$ cat src/hw/pcr_map.vh
// Constants for the port configuration read-back command decoder
// Function
// - Direction read command returns code plus register
// - Pull-up read command returns code plus register
// - Threshold read command returns code plus register
// - Port A Schmitt read returns code plus register
// - Threshold bit 0 is 2.5V; reset 255
// - Schmitt bit 0 is on; reset 255
`ifndef PCR_MAP_VH
`define PCR_MAP_VH

// Command lead characters, shared by command and reply
`define PCR_CH_DIR 8'h21
`define PCR_CH_PULL 8'h40
`define PCR_CH_THR 8'h23
`define PCR_CH_SCH 8'h24

// Port letters: lower case in the command, upper case in the reply
`define PCR_CH_LOW_A 8'h61
`define PCR_CH_UP_A 8'h41
`define PCR_PORT_COUNT 2'h3

// Register kinds, as used in the register index kind*3+port
`define PCR_KIND_DIR 2'h0
`define PCR_KIND_PULL 2'h1
`define PCR_KIND_THR 2'h2
`define PCR_KIND_SCH 2'h3
`define PCR_REG_COUNT 12
`define PCR_IDX_W 4

// Power-up values of each register kind
`define PCR_RST_DIR 8'hFF
`define PCR_RST_PULL 8'h00
`define PCR_RST_THR 8'hFF
`define PCR_RST_SCH 8'hFF

// Length of a command and of a reply, in bytes
`define PCR_CMD_LEN 2'h2
`define PCR_RSP_LEN 2'h3

`endif

$ cat src/hw/pcr_cfg_mem.v
// Twelve 8-bit port configuration registers with a registered read port
`timescale 1ns/10ps
`include "pcr_map.vh"

module pcr_cfg_mem (
   input wire clk_in,
   input wire sys_rst_in,
   input wire wr_en_in,
   input wire [3:0] wr_idx_in,
   input wire [7:0] wr_data_in,
   input wire [3:0] rd_idx_in,
   output reg [7:0] rd_data_out,
   output wire [23:0] thr_sel_out,
   output wire [23:0] sch_off_out
);

   reg [7:0] mem [0:`PCR_REG_COUNT-1];
   integer i;

   // Power-up value of a register from its kind (upper index range)
   function [7:0] pcr_rst_val;
      input integer idx;
      begin
         if (idx < 3) begin
            pcr_rst_val = `PCR_RST_DIR;
         end else if (idx < 6) begin
            pcr_rst_val = `PCR_RST_PULL;
         end else if (idx < 9) begin
            pcr_rst_val = `PCR_RST_THR;
         end else begin
            pcr_rst_val = `PCR_RST_SCH;
         end
      end
   endfunction

   // Storage: only reset and the write port change a register, never a read
   always @(posedge clk_in or posedge sys_rst_in) begin
      if (sys_rst_in) begin
         for (i = 0; i < `PCR_REG_COUNT; i = i + 1) begin
            mem[i] <= pcr_rst_val(i);
         end
      end else if (wr_en_in && (wr_idx_in < `PCR_REG_COUNT)) begin
         mem[wr_idx_in] <= wr_data_in;
      end
   end

   // Registered read; an out-of-range index reads zero
   always @(posedge clk_in or posedge sys_rst_in) begin
      if (sys_rst_in) begin
         rd_data_out <= 8'h00;
      end else if (rd_idx_in < `PCR_REG_COUNT) begin
         rd_data_out <= mem[rd_idx_in];
      end else begin
         rd_data_out <= 8'h00;
      end
   end

   // Line controls: threshold 1 = 1.4V, 0 = 2.5V; Schmitt 1 = off, 0 = on
   assign thr_sel_out = {mem[8], mem[7], mem[6]};
   assign sch_off_out = {mem[11], mem[10], mem[9]};

endmodule

$ cat src/hw/pcr_readback.v
// Command decoder answering configuration register read-back requests
`timescale 1ns/10ps
`include "pcr_map.vh"

module pcr_readback (
   input wire clk_in,
   input wire sys_rst_in,
   input wire [7:0] cmd_byte_in,
   input wire cmd_valid_in,
   input wire cmd_start_in,
   output reg cmd_ready_out,
   output reg [7:0] rsp_byte_out,
   output reg rsp_valid_out,
   output reg rsp_last_out,
   input wire rsp_ready_in,
   input wire cfg_wr_en_in,
   input wire [3:0] cfg_wr_idx_in,
   input wire [7:0] cfg_wr_data_in,
   output wire [23:0] thr_sel_out,
   output wire [23:0] sch_off_out,
   output reg busy_out
);

   ////////////////////////////////////////////////////////////////////////////
   // States
   localparam ST_IDLE = 3'h0;
   localparam ST_GOT1 = 3'h1;
   localparam ST_READ = 3'h2;
   localparam ST_LOAD = 3'h3;
   localparam ST_SEND = 3'h4;

   reg [2:0] state;
   reg [2:0] next_state;
   reg [1:0] kind;
   reg [1:0] next_kind;
   reg [7:0] lead;
   reg [7:0] next_lead;
   reg [1:0] port;
   reg [1:0] next_port;
   reg [3:0] rd_idx;
   reg [3:0] next_rd_idx;
   reg [1:0] sent;
   reg [7:0] held_val;
   wire [7:0] rd_data;
   wire [2:0] kind_dec;
   wire [2:0] port_dec;
   wire byte_take;
   wire rsp_take;

   ////////////////////////////////////////////////////////////////////////////
   // Decode helpers

   // Lead character to {valid, kind}
   function [2:0] pcr_kind;
      input [7:0] ch;
      begin
         case (ch)
            `PCR_CH_DIR: pcr_kind = {1'b1, `PCR_KIND_DIR};
            `PCR_CH_PULL: pcr_kind = {1'b1, `PCR_KIND_PULL};
            `PCR_CH_THR: pcr_kind = {1'b1, `PCR_KIND_THR};
            `PCR_CH_SCH: pcr_kind = {1'b1, `PCR_KIND_SCH};
            default: pcr_kind = 3'h0;
         endcase
      end
   endfunction

   // Lower-case port letter to {valid, port number}
   function [2:0] pcr_port;
      input [7:0] ch;
      reg [7:0] d;
      begin
         d = ch - `PCR_CH_LOW_A;
         if (d < {6'h00, `PCR_PORT_COUNT}) begin
            pcr_port = {1'b1, d[1:0]};
         end else begin
            pcr_port = 3'h0;
         end
      end
   endfunction

   // Register index from kind and port
   function [3:0] pcr_index;
      input [1:0] k;
      input [1:0] p;
      begin
         pcr_index = ({2'h0, k} << 1) + {2'h0, k} + {2'h0, p};
      end
   endfunction

   // Decoded command byte, split into flag and field so nothing is cut silently
   assign kind_dec = pcr_kind(cmd_byte_in);
   assign port_dec = pcr_port(cmd_byte_in);
   assign byte_take = cmd_valid_in && cmd_ready_out;
   assign rsp_take = rsp_valid_out && rsp_ready_in;

   ////////////////////////////////////////////////////////////////////////////
   // Register store; the read path has one cycle of latency

   pcr_cfg_mem u_mem (
      .clk_in(clk_in),
      .sys_rst_in(sys_rst_in),
      .wr_en_in(cfg_wr_en_in),
      .wr_idx_in(cfg_wr_idx_in),
      .wr_data_in(cfg_wr_data_in),
      .rd_idx_in(rd_idx),
      .rd_data_out(rd_data),
      .thr_sel_out(thr_sel_out),
      .sch_off_out(sch_off_out)
   );

   ////////////////////////////////////////////////////////////////////////////
   // Command parser and reply sequencer, next-state logic
   // Unknown commands and Schmitt reads of ports B and C get no reply
   always @* begin
      next_state = state;
      next_kind = kind;
      next_lead = lead;
      next_port = port;
      next_rd_idx = rd_idx;
      case (state)
         ST_IDLE: begin
            if (byte_take && cmd_start_in && kind_dec[2]) begin
               next_kind = kind_dec[1:0];
               next_lead = cmd_byte_in;
               next_state = ST_GOT1;
            end
         end
         ST_GOT1: begin
            if (byte_take) begin
               if (cmd_start_in) begin
                  // A fresh packet with a known lead restarts the parse with that lead byte; an unknown lead drops it
                  if (kind_dec[2]) begin
                     next_kind = kind_dec[1:0];
                     next_lead = cmd_byte_in;
                  end else begin
                     next_state = ST_IDLE;
                  end
               end else if (!port_dec[2]) begin
                  next_state = ST_IDLE;
               end else if (kind == `PCR_KIND_SCH && port_dec != 3'h4) begin
                  next_state = ST_IDLE;
               end else begin
                  next_port = port_dec[1:0];
                  next_rd_idx = pcr_index(kind, port_dec[1:0]);
                  next_state = ST_READ;
               end
            end
         end
         ST_READ: begin
            next_state = ST_LOAD;
         end
         ST_LOAD: begin
            next_state = ST_SEND;
         end
         ST_SEND: begin
            if (rsp_take && rsp_last_out) begin
               next_state = ST_IDLE;
            end
         end
         default: begin
            next_state = ST_IDLE;
         end
      endcase
   end

   ////////////////////////////////////////////////////////////////////////////
   // Parser state
   always @(posedge clk_in or posedge sys_rst_in) begin
      if (sys_rst_in) begin
         state <= ST_IDLE;
         kind <= `PCR_KIND_DIR;
         lead <= 8'h00;
         port <= 2'h0;
         rd_idx <= 4'h0;
         cmd_ready_out <= 1'b0;
         busy_out <= 1'b0;
      end else begin
         state <= next_state;
         kind <= next_kind;
         lead <= next_lead;
         port <= next_port;
         rd_idx <= next_rd_idx;
         // Commands are held off while a reply is pending, so none is lost
         cmd_ready_out <= (next_state == ST_IDLE) || (next_state == ST_GOT1);
         busy_out <= (next_state != ST_IDLE);
      end
   end

   ////////////////////////////////////////////////////////////////////////////
   // Reply bytes: lead, upper-case port letter, then register value
   // The value is captured once so a later write cannot tear the reply
   always @(posedge clk_in or posedge sys_rst_in) begin
      if (sys_rst_in) begin
         rsp_byte_out <= 8'h00;
         rsp_valid_out <= 1'b0;
         rsp_last_out <= 1'b0;
         sent <= 2'h0;
         held_val <= 8'h00;
      end else if (state == ST_LOAD) begin
         held_val <= rd_data;
         rsp_byte_out <= lead;
         rsp_valid_out <= 1'b1;
         rsp_last_out <= 1'b0;
         sent <= 2'h0;
      end else if (rsp_take) begin
         if (rsp_last_out) begin
            rsp_valid_out <= 1'b0;
            rsp_last_out <= 1'b0;
            rsp_byte_out <= 8'h00;
         end else if (sent == 2'h0) begin
            rsp_byte_out <= `PCR_CH_UP_A + {6'h00, port};
            sent <= 2'h1;
         end else begin
            rsp_byte_out <= held_val;
            rsp_last_out <= 1'b1;
            sent <= `PCR_RSP_LEN - 2'h1;
         end
      end
   end

endmodule

$ cat config.mk
export PLATFORM = sky130hd
export DESIGN_NAME = pcr_readback
export DESIGN_NICKNAME = d
export VERILOG_FILES = /design/src/hw/pcr_cfg_mem.v /design/src/hw/pcr_readback.v
export VERILOG_INCLUDE_DIRS = /design/src /design/src/hw
export SDC_FILE = /design/constraint.sdc
export NUM_CORES = 1
export LEC_CHECK = 0
export BUFFER_PORTS_ARGS = -buffer_cell sky130_fd_sc_hd__buf_2
export CORE_MARGIN = 2
export CORE_UTILIZATION = 50
export CTS_CLUSTER_SIZE = 28
export DETAILED_ROUTE_END_ITERATION = 10
export PLACE_DENSITY = 0.7
export SETUP_SLACK_MARGIN = 0.3
export SLEW_MARGIN = 5
export SYNTH_ARGS = -nofsm -noshare
export SYNTH_HDL_FRONTEND = slang
export SYNTH_HIERARCHICAL = 1
export SYNTH_SLANG_ARGS = --single-unit
export TNS_END_PERCENT = 5
$ cat constraint.sdc
create_clock -name clk_in -period 4.25 [get_ports clk_in]
set_input_delay 0.6375 -clock clk_in [delete_from_list [all_inputs] [get_ports clk_in]]
set_output_delay 0.6375 -clock clk_in [all_outputs]
set_load 0.03 [all_outputs]
After elaboration in Yosys (flattened, before gate mapping)
Index checks and enable logic that the tools add are counted.
- memories: 0
- latch bits: 0
- logic and storage cells: 117
- bits of input ports: 26
- bits in writable memories: 0
- output and inout bits: 60
- bits in registers: 145
- bits in read-only memories: 0
- shift operators: 0
- multiplexer cells: 42
- equal/unequal tests: 16
- div/mod/pow operators: 0
- add/sub/neg operators: 4
- reductions and logical operators: 20
- multiply operators: 0
- bitwise gates (word level): 4
- $lt $le $gt $ge: 6
- operators with widths (kind ; count):
    $bwmux W96 ; 1
    $mux W8 ; 12
    $bmux W8 S4 ; 1
    $demux W8 S4 ; 1
    $eq A8 B6 Y1 const B ; 3
    $mux W3 ; 7
    $mux W2 ; 9
    $pmux W8 S2 ; 1
    $pmux W3 S5 ; 1
    $pmux W3 S4 ; 1
    $ge A5 B5 Y1 const B ; 2
    $not A4 Y5 ; 2
    $reduce_and A5 Y1 ; 2
    $add A7 B2 Y8 const A ; 1
    $eq A8 B7 Y1 const B ; 1
    $logic_and A1 B1 Y1 ; 8
    $lt A4 B4 Y1 const B ; 2
    $lt A8 B2 Y1 const B ; 1
    $ne A2 B2 Y1 const B ; 4
    $sub A8 B7 Y8 const B ; 1
    $mux W1 ; 7
    $eq A3 B1 Y1 const B ; 2
    $eq A3 B2 Y1 const B ; 2
    $logic_not A3 Y1 ; 2
    other kinds (14) ; 18

Logic depth before layout (Yosys ltp)
- word-level depth: 12
- gate-level depth with buffers: 12
- gate-level depth less buffers: 11

Hierarchy
The synthesis kept the hierarchy.
- modules (own cells, without submodules) (module ; seq. area each (um^2) ; cells an instance ; area an instance (um^2) ; times used):
    pcr_cfg_mem ; 2692.6 ; 338 ; 5113.7 ; 1
    pcr_readback ; 1026.0 ; 200 ; 2044.5 ; 1

Least setup slack after synthesis
Ideal clock, no wire load.
- path kind: in2reg
- from: input port cmd_byte_in[0]
- to: register rd_idx[2]
- path buffers: 1
- path slack: 1035 ps
- arrival time: 3135 ps
- stages: 12
- library setup time: 79 ps
- data required time: 4171 ps
- cell sequence: buf_2 -> inv_1 -> ha_1 -> nor4b_1 -> o2111ai_1 -> a311o_1 -> nor2_1 -> fa_1 -> ha_1 -> inv_1 -> fa_1 -> mux2i_1
- longest elaborated chain between the ends: 7
- elaborated cells on any way between the ends: 8
- those cells by class: add/sub: 2; order compare: 1; eq/ne: 1; mux: 1; bitwise: 1; reduce/logical: 2
- ends and longest elaborated chain (what ; RTL line ; RTL):
    from (decl) ; pcr_readback.v:8 ; input wire [7:0] cmd_byte_in,
    $sub A8 B7 Y8 (no source line) * ; - ;
    $lt A8 B2 Y1 ; pcr_readback.v:73 ; if (d < {6'h00, `PCR_PORT_COUNT}) begin
    $mux W3 * ; pcr_readback.v:73 ;
    net port_dec[1] ; pcr_readback.v:46 ; wire [2:0] port_dec;
    $ne A3 B3 Y1 ; pcr_readback.v:140 ; end else if (kind == `PCR_KIND_SCH && port_dec != 3'h4) begin
    $logic_and A1 B1 Y1 ; pcr_readback.v:140 ;
    $not A1 Y1 (no source line) ; - ;
    $reduce_and A5 Y1 (no source line) ; - ;
    to (signal assigned) ; pcr_readback.v:182 ; rd_idx <= next_rd_idx;
    to (decl) ; pcr_readback.v:40 ; reg [3:0] rd_idx;
The timed path passes the listed nets; every way through them passes the cells marked *.
A chain may end at the register's enable or synchronous reset.

Worst setup path in the final report
Ends and elaborated chain as after synthesis.

==> metrics.md <==
| Metric | Value |
|---|---|
| Final nets | 609 |
| Finished Core Util | 56.62% |
| First drt pass iteration count | 5 |
| Number of port buffers | 85 |
| Critical path class | in2reg |
| Yosys warns | 6 |
| Die W | 123.7 microns |
| Minimum clock period | 3.178 ns |
| Reg2reg setup slack | 2.06 ns |
| FF-to-FF Start | rd_idx[1] |
| Most frequent cells in the layout | mux2_2 (108), buf_2 (85), dfrtp_1 (73) |
| First-pass GRT wire length | 23670 microns |
| CP max stage cell | fa_1 |
| Min Hold Slack | 0.3703 ns |
| Seq/Total Area, Yosys | 51.95% |
| Synth Instances | 538 |
| DRC violations left | 0 |
| Power density over the cells | 539.5 nW/um^2 |
| H-Tree Level Count | 4 |
| Synthesis-to-finish area growth | 10.23% |
| GRT overflow | 0 |
| Initial Util | 51.37% |
| Share of layout cells above drive strength 1 | 54.95% |
| PostCTS Resize Cnt | 0 |
| Clock transition at the registers of the reported paths | 0.06 ns |
| Worst IR Drop VDD | 0.0003713 V |
| Initial antenna violation count | 0 |
| Crit path max-delay family | adder cells |
| Core Box Area | 13930 sq um |
| Max Slew Vio Count | 0 |
| Diodes inserted | 0 |
| Reg2Reg Depth | 4 |
| Final WL | 14730 microns |
| # clock sinks | 145 |
| Non-filler cells in the finished layout | 766 |
| Flops & latches, synth | 145 |
| Post-route cell area | 7890 sq um |
| Routed len/inst | 19.23 microns |
| Clk root buf | clkbuf_16 |
| # rows | 43 |
| Setup crit end kind | register |
| Buf/Inv on CP | 3 |
| Total of max-cap violations | 0 |
| Synthesized area | 7158 sq um |
| Final TNS setup | 0 ns |
| Final hold violation count | 0 |
| I/O pins | 86 |
| Area of the die | 15290 sq um |
| Max Root-Sink Buffers | 2 |
| Fmax | 314.7 MHz |
| Postcts setup bufs | 0 |
| Slew headroom | 38.58% |
| Routed vias | 4224 |
| Placer Congestion | 0.7962 |
| Required time of the critical path | 4.59 ns |
| CP max stage delay | 0.43 ns |
| Cell leakage power | 0.003591 uW |
| GRT Total Usage | 20.88% |
| Syn Area/Cell | 13.31 sq um |
| Die H | 123.7 microns |
| Yosys cell types | 51 |
| CTS tree | yes |
| DR iter-0 viols | 331 |
| Post-synth EDFFs | 0 |
| Crit-path max FO | 11 |
| Slew @ Worst Pin | 0.9213 ns |
| Critical Path AT | 3.51 ns |
| CTS buffer count | 17 |
| HP Class | in2async |
| R2R Path End | u_mem/rd_data_out[5] |
| DP Area | 7328 sq um |
| Hpwl dp | 10160 microns |
| Commonest non-fill, non-tap cell in the layout | mux2_2 |
| Largest net degree at the start of global routing | 64 |
| Setup crit start kind | input pin |
| Number of global-route vias before repair | 4440 |
| Net Count, Synth | 574 |
| Worst-Skew Late Latency | 0.42 ns |
| Final ANT Viol Nets | 0 |
| RSZ-0062 raised after global routing | no |
| Status | complete, no violations |
| Final worst-path cycle share | 74.77% |
| Post-CTS Hold Buffers | 0 |
| Skew final | 0.008967 ns |
| Final setup fails | 0 |
| Fraction of registers with async set or reset after synthesis | 100.0% |
| Via/cell ratio | 5.514 |
| Synth Flop Type | dfrtp_1 |
| Worst-path cell chain | buf_2, inv_1, ha_1, nor4b_1, o2111ai_1, a311o_1, nor2_1, fa_1, ha_1, inv_1, fa_1, mux2i_1 |
| Placed cells | 734 |
## cell usage after synthesis, types with 2 or more instances
cell      number  area share (%)
fa_1           2            0.56
a221oi_1       3            0.37
a21oi_1        7            0.49
buf_4         48             5.0
clkbuf_1      11            0.58
nor4_1         2            0.17
nor2_2         6            0.52
dfrtp_1       73              26
a21o_1         2            0.21
nor2_1        20             1.0
inv_1         20             1.0
a22oi_1        8            0.84
nand2b_1       9            0.79
buf_2          8            0.56
and3_1         4            0.35
buf_6          3            0.47
and2_1         6            0.52
mux4_2        13             4.1
a31oi_1        2            0.17
o21ai_0        6            0.42
dfstp_2       72              26
mux4_1        11             4.0
o21ai_1        6            0.42
nor2b_1        3            0.26
nand3b_1       3            0.31
a221o_1        5            0.70
nand3_1        2            0.14
ha_1           8             1.4
mux2_2       108              17
nor4b_1        2            0.24
nand2_1       41             2.2
nor3_1         3            0.21
mux2i_1        3            0.42
## per-layer routing
metal,up-vias,GRT usage (%),share of wire [%]
li1,1940,-,-
met1,2152,27.16,44
met2,115,34.99,51
met3,17,4.808,4.7
met4,0,6.392,0.96
met5,-,0,0
## state kept, by name, indices dropped and copies added, names as in the netlist, 2 cells and up
name and cells:
held_val 8, kind 2, lead 8, port 2, rd_idx 4, rsp_byte_out 8
sent 2, state 3, u_mem/mem 48, u_mem/rd_data_out 8, u_mem/sch_off_out 24, u_mem/thr_sel_out 24
## worst max-delay path by stage
| stage | start | endpoint | slack, ns | cells past startpoint |
|---|---|---|---|---|
| after floorplan | sys_rst_in | u_mem/mem[48] | 1.0 | 1 |
| final | cmd_byte_in[0] | rd_idx[2] | 1.07 | 12 |
| after detailed placement | cmd_byte_in[0] | rd_idx[2] | 0.68 | 12 |
| after global placement | cmd_byte_in[0] | rd_idx[2] | 0.86 | 12 |
| after global routing | cmd_byte_in[0] | rd_idx[2] | 0.87 | 12 |
| after CTS | cmd_byte_in[0] | rd_idx[2] | 1.10 | 12 |
## tightest hold or removal path: stages
cell	delay (ns)
buf_2	0.12
inv_1	0.05
buf_4	0.42
## layout make-up
type                    instances  area (sq um)
fillers                      1115          6045
flip-flops and latches        145          3719
multi-input cells             300          2851
repair buffers                 89         455.4
clock buffers                  22         454.2
well taps                     180         225.2
clock inverters                10         107.6
inverters                      20         77.57
## power by group
group / switching [uW] / total [uW] / internal (uW)
clock: 551 / 1430 / 877
sequential: 169 / 1930 / 1760
combinational: 523 / 903 / 380
total: 1240 / 4260 / 3010
## cells by family (layout without fill, tap and decap cells)
family	Yosys count	in the layout	share of synthesized area, %
AOI/OAI and AO/OA	46	46	4.457
and+or+nand+nor	109	109	7.883
buffers and inverters	93	141	8.215
muxes	135	135	25.54
adders and majority gates	10	10	1.958
DFF	145	145	51.95
## through the flow
| step | setup WS [ns] | power, uW |
|---|---|---|
| final | 1.072 | 4257 |
| after global routing | 0.8667 | 4454 |
| after CTS | 1.096 | 4293 |
| after detailed placement | 0.6844 | 2854 |
| after global placement | 0.8608 | 2814 |
| after floorplan | 0.9995 | 2723 |
No activity file was read; power rests on OpenSTA's default activity.
